### src/include/synth_load_regs.vh
// Purpose: constants for the synthesizer serial load control
// Assumes: included by bare name from the design file
// Notes: widths are plain defaults, not device figures
`ifndef SYNTH_LOAD_REGS_VH
`define SYNTH_LOAD_REGS_VH
`define SHIFT_WIDTH 19
`define CTRL_BIT_POS 0
`define CTRL_SEL_REF 1'b1
`define CTRL_SEL_DIV 1'b0
`define LOCK_PULSE_CYCLES 4
`define LOCK_PERIOD_CYCLES 256
`endif

### src/verilog/synth_serial_load_control.v
// Purpose: serial word load, latch select, polarity, bypass and lock output
// Assumes: serial pins are asynchronous to sys_clk and slower than it
// Notes: serial clock edges found by sampling; no reset pin on the real part
//
// Operation
// - Sample data on serial clock rising edge
// - Words arrive MSB first, LSB selects latch
// - Load copies shift register into selected latch
// - Load happens on strobe low-to-high transition
// - Low polarity select inverts pump sense
// - Undriven polarity select gives normal sense
// - Strobe high closes loop bypass switch
// - Locked loop gives high output, brief lows
`include "synth_load_regs.vh"
module synth_serial_load_control #(
  parameter WIDTH = `SHIFT_WIDTH,
  parameter PULSE_CYCLES = `LOCK_PULSE_CYCLES,
  parameter PERIOD_CYCLES = `LOCK_PERIOD_CYCLES
) (
  input wire sys_clk,
  input wire resetn,
  input wire serial_clk,
  input wire serial_data,
  input wire load_strobe,
  input wire load_strobe_driven,
  input wire phase_polarity_select,
  input wire phase_polarity_driven,
  input wire loop_locked,
  input wire pump_up,
  input wire pump_down,
  output reg [WIDTH-2:0] ref_latch,
  output reg [WIDTH-2:0] div_latch,
  output reg pump_up_out,
  output reg pump_down_out,
  output reg loop_bypass_switch_out,
  output reg lock_indicator
);
  reg clk_s1_reg, clk_s2_reg, clk_s3_reg;
  reg dat_s1_reg, dat_s2_reg;
  reg le_s1_reg, le_s2_reg, le_s3_reg;
  reg pol_s1_reg, pol_s2_reg;
  reg lock_s1_reg, lock_s2_reg;
  reg [WIDTH-1:0] shift_reg;
  reg [8:0] lock_cnt_reg;
  wire le_raw;
  wire pol_raw;
  wire sclk_rise;
  wire le_rise;
  wire pol_normal;

  // Pull-ups modelled: undriven pins read high
  assign le_raw = load_strobe_driven ? load_strobe : 1'b1;
  assign pol_raw = phase_polarity_driven ? phase_polarity_select : 1'b1;

  always @(posedge sys_clk) begin
    if (!resetn) begin
      clk_s1_reg <= 1'b0;
      clk_s2_reg <= 1'b0;
      clk_s3_reg <= 1'b0;
      dat_s1_reg <= 1'b0;
      dat_s2_reg <= 1'b0;
      le_s1_reg <= 1'b1;
      le_s2_reg <= 1'b1;
      le_s3_reg <= 1'b1;
      pol_s1_reg <= 1'b1;
      pol_s2_reg <= 1'b1;
      lock_s1_reg <= 1'b0;
      lock_s2_reg <= 1'b0;
    end else begin
      clk_s1_reg <= serial_clk;
      clk_s2_reg <= clk_s1_reg;
      clk_s3_reg <= clk_s2_reg;
      dat_s1_reg <= serial_data;
      dat_s2_reg <= dat_s1_reg;
      le_s1_reg <= le_raw;
      le_s2_reg <= le_s1_reg;
      le_s3_reg <= le_s2_reg;
      pol_s1_reg <= pol_raw;
      pol_s2_reg <= pol_s1_reg;
      lock_s1_reg <= loop_locked;
      lock_s2_reg <= lock_s1_reg;
    end
  end

  assign sclk_rise = clk_s2_reg & ~clk_s3_reg;
  assign le_rise = le_s2_reg & ~le_s3_reg;
  assign pol_normal = pol_s2_reg;

  // Shift in, MSB first; data stays aligned with clock through equal sync depth
  always @(posedge sys_clk) begin
    if (!resetn) begin
      shift_reg <= {WIDTH{1'b0}};
    end else if (sclk_rise) begin
      shift_reg <= {shift_reg[WIDTH-2:0], dat_s2_reg};
    end
  end

  // Serial clock is low at strobe edges, so shift and load never collide
  always @(posedge sys_clk) begin
    if (!resetn) begin
      ref_latch <= {(WIDTH-1){1'b0}};
      div_latch <= {(WIDTH-1){1'b0}};
    end else if (le_rise) begin
      if (shift_reg[`CTRL_BIT_POS] == `CTRL_SEL_REF) begin
        ref_latch <= shift_reg[WIDTH-1:1];
      end else begin
        div_latch <= shift_reg[WIDTH-1:1];
      end
    end
  end

  // Pump pair sense and bypass switch follow the synced pins
  always @(posedge sys_clk) begin
    if (!resetn) begin
      pump_up_out <= 1'b0;
      pump_down_out <= 1'b0;
      loop_bypass_switch_out <= 1'b0;
    end else begin
      pump_up_out <= pol_normal ? pump_up : pump_down;
      pump_down_out <= pol_normal ? pump_down : pump_up;
      loop_bypass_switch_out <= le_s2_reg;
    end
  end

  // Locked: high with a short low pulse once per period
  always @(posedge sys_clk) begin
    if (!resetn) begin
      lock_cnt_reg <= 9'h000;
      lock_indicator <= 1'b0;
    end else if (!lock_s2_reg) begin
      lock_cnt_reg <= 9'h000;
      lock_indicator <= 1'b0;
    end else begin
      if (lock_cnt_reg == PERIOD_CYCLES - 1) begin
        lock_cnt_reg <= 9'h000;
      end else begin
        lock_cnt_reg <= lock_cnt_reg + 9'h001;
      end
      lock_indicator <= (lock_cnt_reg >= PULSE_CYCLES);
    end
  end
endmodule
### config.mk
export PLATFORM = sky130hd
export DESIGN_NAME = synth_serial_load_control
export DESIGN_NICKNAME = d
export VERILOG_FILES = /design/src/verilog/synth_serial_load_control.v
export VERILOG_INCLUDE_DIRS = /design/src /design/src/include
export SDC_FILE = /design/constraint.sdc
export NUM_CORES = 1
export LEC_CHECK = 0
export BUFFER_PORTS_ARGS = -buffer_cell sky130_fd_sc_hd__buf_2
export CORE_MARGIN = 5
export CORE_UTILIZATION = 52
export CTS_BUF_LIST = sky130_fd_sc_hd__clkbuf_8
export DETAILED_ROUTE_END_ITERATION = 10
export PLACE_DENSITY = 0.78
export SYNTH_ARGS = -nofsm -noshare
export SYNTH_HDL_FRONTEND = slang
export SYNTH_SLANG_ARGS = --single-unit
### constraint.sdc
create_clock -name sys_clk -period 1.61 [get_ports sys_clk]
set_input_delay 0.0805 -clock sys_clk [delete_from_list [all_inputs] [get_ports sys_clk]]
set_output_delay 0.0805 -clock sys_clk [all_outputs]
set_load 0.1 [all_outputs]
# Yosys cells after proc, flatten, opt, wreduce, memory -nomap -nowiden
# Index checks and enable logic that the tools add are counted.
# totals
reg_bits	80
out_inout_bits	40
# classes
addsub	1
order_cmp	1
eq_ne	1
mux	2
bitwise	7
reduce_logical	6
# ops
operator	count
$reduce_and 2->1	5
$add 9x1->9 const B	1
$eq 9x8->1 const B	1
$ge 9x3->1 const B	1
$not 1->1	5
$reduce_or 3->1	1
$and 1x1->1	2
$mux 1	2

# Longest topological paths before layout
# depth
depth_word	3
depth_mapped	7
ltp_nobuf	7

# Least setup slack after synthesis
# No wires, ideal clock.
# synth_timing
path_type	reg2reg
startpoint	register lock_cnt_reg[0]
endpoint	register lock_cnt_reg[7]
setup_ns	0.059
arrival_ns	1.697
t_required_ns	1.551
setup_slack_ns	-0.146
stages_incl_launch_ff	8
n_path_buf	0
path_cell_list	dfxtp_1 -> ha_1 -> nand4_1 -> nor2_1 -> ha_1 -> nand3b_2 -> or4_1 -> nand2_1
# synth_between
elab_chain_cells	2
word_cells_on_any_way	3
# synth_lines
item	line_no	rtl
from (decl)	synth_serial_load_control.v:44	reg [8:0] lock_cnt_reg;
from (signal assigned)	synth_serial_load_control.v:137	lock_cnt_reg <= lock_cnt_reg + 9'h001;
parallel branches: the longest is 2 deep, another holds $add 9x1->9	--	
# Parallel ways; which one is timed is not known.
# A chain may end at the register's enable or synchronous reset.

# Worst setup path after layout
# Same ends and word-level chain as after synthesis.

==> impl_results.html <==
<table>
<tr><th>Metric</th><th>Value</th></tr>
<tr><th colspan="2">Logic synthesis</th></tr>
<tr><td>Fraction of synthesized cell area taken by the top area cell type</td><td>54.28%</td></tr>
<tr><td>Largest family of logic cells by synthesized area</td><td>simple AND/OR/NAND/NOR gates</td></tr>
<tr><td>Post-synth EDFFs</td><td>0</td></tr>
<tr><td>Per-instance average area after synthesis</td><td>9.078 µm²</td></tr>
<tr><td>Post-synth design cell area</td><td>2950 µm²</td></tr>
<tr><td>Ranking of synthesized cells by area</td><td>sky130_fd_sc_hd__dfxtp_1 54%, sky130_fd_sc_hd__nand2_1 14%, sky130_fd_sc_hd__a21boi_0 9.9%, sky130_fd_sc_hd__a21boi_1 4.1%, sky130_fd_sc_hd__and2_1 1.9%</td></tr>
<tr><td>Number of storage elements in the synthesis netlist</td><td>80</td></tr>
<tr><td>Synth top cells by count</td><td>113 x sky130_fd_sc_hd__nand2_1, 80 x sky130_fd_sc_hd__dfxtp_1, 39 x sky130_fd_sc_hd__a21boi_0, 16 x sky130_fd_sc_hd__a21boi_1, 9 x sky130_fd_sc_hd__and2_1</td></tr>
<tr><td>Fraction of the mapped netlist area in compound gates</td><td>15.10%</td></tr>
<tr><td>Proportion of synthesized area in mux cells</td><td>0.6785%</td></tr>
<tr><td>Dominant cell by count in the synthesized netlist</td><td>sky130_fd_sc_hd__nand2_1</td></tr>
<tr><td>Post-synthesis share of cell area spent on and, or, nand and nor gates</td><td>23.49%</td></tr>
<tr><td>Syn_nets</td><td>339</td></tr>
<tr><td>Sequential-to-total area share from yosys stat</td><td>54.28%</td></tr>
<tr><td>Adder-cell area share of the yosys netlist</td><td>1.272%</td></tr>
<tr><td>Number of warning messages in the yosys log</td><td>0</td></tr>
<tr><td>Largest area contributor in the netlist</td><td>sky130_fd_sc_hd__dfxtp_1</td></tr>
<tr><td>Dominant register cell in the synthesized netlist</td><td>sky130_fd_sc_hd__dfxtp_1</td></tr>
<tr><td>Fraction of synthesis flops using an asynchronous set or reset pin</td><td>0%</td></tr>
<tr><td>Synthesized netlist cell count</td><td>325</td></tr>
<tr><td>Area share of xor/xnor cells in the synthesized design</td><td>0.8906%</td></tr>
<tr><td>Number of distinct library cells after synthesis</td><td>31</td></tr>
<tr><th colspan="2">Worst setup path</th></tr>
<tr><td>Endpoint required time on the critical path</td><td>1.90 ns</td></tr>
<tr><td>Worst setup SP type</td><td>flop</td></tr>
<tr><td>Maximum fanout encountered on the critical timing path</td><td>3</td></tr>
<tr><td>Worst path most repeated cell</td><td>sky130_fd_sc_hd__ha_2</td></tr>
<tr><td>Chain of cells forming the critical path</td><td>ha_2 -&gt; nand4_1 -&gt; nor2_1 -&gt; ha_2 -&gt; nand3b_4 -&gt; or4_1 -&gt; nand2_1</td></tr>
<tr><td>Nature of the critical path endpoint</td><td>flop</td></tr>
<tr><td>Reg-to-reg slack, setup</td><td>0.09 ns</td></tr>
<tr><td>CP max stage cell</td><td>sky130_fd_sc_hd__or4_1</td></tr>
<tr><td>Crit path buf inv count</td><td>0</td></tr>
<tr><td>Data arrival time of the worst path</td><td>1.81 ns</td></tr>
<tr><td>Worst path top cell family by delay</td><td>simple AND/OR/NAND/NOR gates</td></tr>
<tr><td>FF-to-FF End</td><td>lock_cnt_reg[7]</td></tr>
<tr><td>Count of cells along the worst register-to-register path</td><td>7</td></tr>
<tr><td>Critical R2R Launch</td><td>lock_cnt_reg[0]</td></tr>
<tr><td>Worst Path Class, Setup</td><td>reg -&gt; reg</td></tr>
<tr><td>CP max stage delay</td><td>0.40 ns</td></tr>
<tr><th colspan="2">Timing</th></tr>
<tr><td>Fmax</td><td>656.4 MHz</td></tr>
<tr><td>Count of endpoints failing setup in the final report</td><td>0</td></tr>
<tr><td>Final worst clock skew</td><td>0.007137 ns</td></tr>
<tr><td>Min Clock Period, post-route</td><td>1.523 ns</td></tr>
<tr><td>Actual slew at the worst max-slew pin</td><td>0.4922 ns</td></tr>
<tr><td>Sum Neg Setup Slack</td><td>0 ns</td></tr>
<tr><td>Relative slew margins</td><td>67.41%</td></tr>
<tr><td>Max Transition Viols Final</td><td>0</td></tr>
<tr><td>Total count of hold-check failures in the final report</td><td>0</td></tr>
<tr><td>Unrepaired setup endpoints after global routing</td><td>false</td></tr>
<tr><td>Final critical-path share of the clock period</td><td>94.62%</td></tr>
<tr><th colspan="2">Die</th></tr>
<tr><td>Die Width</td><td>85.33 µm</td></tr>
<tr><td>Number of placement rows</td><td>27</td></tr>
<tr><td>Core region area</td><td>5507 µm²</td></tr>
<tr><td>Floorplan die area</td><td>7280 µm²</td></tr>
<tr><td>Effective utilization at floorplan</td><td>53.58%</td></tr>
<tr><td>Vertical extent of the die</td><td>85.33 µm</td></tr>
<tr><td>IO Count</td><td>51</td></tr>
<tr><th colspan="2">Layout</th></tr>
<tr><td>Growth of design area from synthesis to finish</td><td>21.84%</td></tr>
<tr><td>Max FFs per register</td><td>19</td></tr>
<tr><td>Filler cells</td><td>455</td></tr>
<tr><td>Antenna cells</td><td>0</td></tr>
<tr><td>Util after Layout</td><td>65.28%</td></tr>
<tr><td>Net count, final</td><td>404</td></tr>
<tr><td>Final design area excluding fillers</td><td>3595 µm²</td></tr>
<tr><td>Fraction of final layout cells sized beyond drive strength 1</td><td>21.27%</td></tr>
<tr><th colspan="2">Placed design</th></tr>
<tr><td>Routability cong.</td><td>0.8100</td></tr>
<tr><td>DP Area</td><td>3301 µm²</td></tr>
<tr><td>Port bufs</td><td>50</td></tr>
<tr><td>DP HPWL</td><td>3.934 mm</td></tr>
<tr><th colspan="2">Routing</th></tr>
<tr><td>Post-route DRC violation count</td><td>0</td></tr>
<tr><td>Sum of routed wire segments on met1</td><td>2.656 mm</td></tr>
<tr><td>First-pass iteration count of the detailed router</td><td>4</td></tr>
<tr><td>Total met2 wirelength after detailed routing</td><td>2.689 mm</td></tr>
<tr><td>First-iteration detailed-routing DRC count</td><td>122</td></tr>
<tr><td>Highest metal used</td><td>met4</td></tr>
<tr><td>Total vias in the final route</td><td>2,325</td></tr>
<tr><td>Post-DRT Antenna Nets</td><td>0</td></tr>
<tr><td>Routed len/inst</td><td>12.50 µm</td></tr>
<tr><td>Wire length after detailed routing</td><td>5.837 mm</td></tr>
<tr><td>Via density per instance</td><td>4.979</td></tr>
<tr><td>Amount of wire on met3 after detailed routing</td><td>399 µm</td></tr>
<tr><th colspan="2">Global routing</th></tr>
<tr><td>Number of antenna violations at the first check in global routing</td><td>0</td></tr>
<tr><td>Maximum number of pins on one net before global-route repair</td><td>35</td></tr>
<tr><td>First-pass GRT wire length</td><td>10.16 mm</td></tr>
<tr><td>Global-route usage over all layers</td><td>17.30%</td></tr>
<tr><td>Total gr overflow</td><td>0</td></tr>
<tr><td>Vias in the first global route</td><td>2,236</td></tr>
<tr><th colspan="2">Run</th></tr>
<tr><td>Max-capacitance violation count</td><td>0</td></tr>
<tr><th colspan="2">Clocking</th></tr>
<tr><td>Clock input transition at the sequential cells of the worst setup and hold paths</td><td>0.07 ns</td></tr>
<tr><td>Maximum buffer depth of the clock tree</td><td>2</td></tr>
<tr><td>Clock tree root buffer cell</td><td>sky130_fd_sc_hd__clkbuf_8</td></tr>
<tr><td>CTS H-tree depth</td><td>3</td></tr>
<tr><td>Clk sink count</td><td>80</td></tr>
<tr><td>CTS tree</td><td>yes</td></tr>
<tr><td>TritonCTS buffer count</td><td>9</td></tr>
<tr><td>Worst-Skew Late Latency</td><td>0.34 ns</td></tr>
<tr><th colspan="2">Min path</th></tr>
<tr><td>Worst min-delay path endpoint</td><td>pump_up_out</td></tr>
<tr><td>Hold-critical path depth</td><td>3</td></tr>
<tr><td>Min-Delay Path Class</td><td>in -&gt; reg</td></tr>
<tr><td>Worst hold path startpoint</td><td>pump_down</td></tr>
<tr><th colspan="2">Power</th></tr>
<tr><td>Total leakage power</td><td>1.425 nW</td></tr>
<tr><td>Ratio of total power to cell area</td><td>1005 nW/µm²</td></tr>
<tr><td>Max VDD drop</td><td>0.0006092 V</td></tr>
<tr><th colspan="2">Run status</th></tr>
<tr><td>Outcome</td><td>finished clean</td></tr>
</table>
kinds of logic (layout without fill, tap and decap cells):
family | after synthesis | count (layout)
and+or+nand+nor | 154 | 154
DFF | 80 | 80
AOI/OAI and AO/OA | 61 | 61
buffers and inverters | 22 | 92
adders and majority gates | 3 | 3
xor gates and xnor gates | 3 | 3
muxes | 2 | 2
how the worst max path moves through the flow:
stage / start / to / slack [ns] / cells past startpoint
finish: lock_cnt_reg[0] / lock_cnt_reg[7] / 0.09 / 7
CTS: lock_cnt_reg[0] / lock_cnt_reg[7] / 0.002 / 7
global placement: lock_cnt_reg[1] / lock_cnt_reg[7] / 0.05 / 7
floorplan: lock_cnt_reg[1] / lock_cnt_reg[7] / 0.006 / 7
global route: lock_cnt_reg[0] / lock_cnt_reg[7] / 0.03 / 7
detailed placement: lock_cnt_reg[1] / lock_cnt_reg[7] / -0.02 / 7
per-stage QoR:
stage | std cells | worst slack (ns) | hold slack (ns) | total power, mW
finish | 467 | 0.08659 | 0.02331 | 3.613
global route | 467 | 0.03179 | 0.03170 | 3.751
CTS | 467 | 0.001537 | 0.01020 | 3.639
detailed placement | 442 | -0.02032 | 0.2706 | 2.185
global placement | 442 | 0.05310 | 0.2710 | 2.182
floorplan | 325 | 0.006159 | 0.1636 | 2.150
worst min-delay path: stages:
cell and delay [ns]:
sky130_fd_sc_hd__buf_2 0.09, sky130_fd_sc_hd__mux2i_1 0.06, sky130_fd_sc_hd__nor2b_1 0.10
placed cells by master (no fill, tap or decap), types with 2 or more instances in the layout:
master	Yosys	layout
sky130_fd_sc_hd__mux2i_1	2	2
sky130_fd_sc_hd__clkinv_2	0	2
sky130_fd_sc_hd__or3_1	2	2
sky130_fd_sc_hd__xor2_1	2	2
sky130_fd_sc_hd__buf_2	5	50
sky130_fd_sc_hd__dlygate4sd3_1	0	8
sky130_fd_sc_hd__nand2_1	113	113
sky130_fd_sc_hd__clkbuf_8	0	11
sky130_fd_sc_hd__buf_4	2	12
sky130_fd_sc_hd__and2_1	9	9
sky130_fd_sc_hd__nand3b_1	2	2
sky130_fd_sc_hd__nor2b_1	3	3
sky130_fd_sc_hd__nand2b_1	4	4
sky130_fd_sc_hd__a21oi_1	3	3
sky130_fd_sc_hd__a21boi_1	16	16
sky130_fd_sc_hd__o21ai_0	2	2
sky130_fd_sc_hd__and3b_1	2	2
sky130_fd_sc_hd__ha_2	0	2
sky130_fd_sc_hd__a21boi_0	39	39
sky130_fd_sc_hd__nor2_1	6	6
sky130_fd_sc_hd__dfxtp_1	80	79
sky130_fd_sc_hd__inv_1	4	6
sky130_fd_sc_hd__nand3_1	4	4
sky130_fd_sc_hd__nand4_1	2	2
per-layer routing:
layer	vias up	track usage [%]
li1	1182	-
met1	1065	21.17
met2	70	28.25
met3	8	5.437
met4	0	6.906
met5	-	0
where the power goes:
part / internal (mW) / switching, mW / total [mW]
clock network: 0.785 / 0.675 / 1.46
registers: 1.99 / 0.00764 / 2.00
logic: 0.0635 / 0.0877 / 0.151
final cells by class:
class,count,area (µm²),area share (%)
inverters,4,15.01,0.4177
repair buffers,72,451.7,12.57
clock buffers,11,151.4,4.212
multi-input cells,223,1236,34.39
flip-flops and latches,80,1603,44.59
well taps,72,90.09,2.506
clock inverters,5,47.55,1.323
what timing repair did:
action | in CTS | in global routing
setup endpoints to repair | 1 | 2
gates resized for setup | 1 | 2
buffers inserted | 1 | 0
pin swaps | 1 | 3
hold buffers | 8 | 0
endpoints found under the hold margin | 6 | 0
Power figures use the tool's default switching activity.
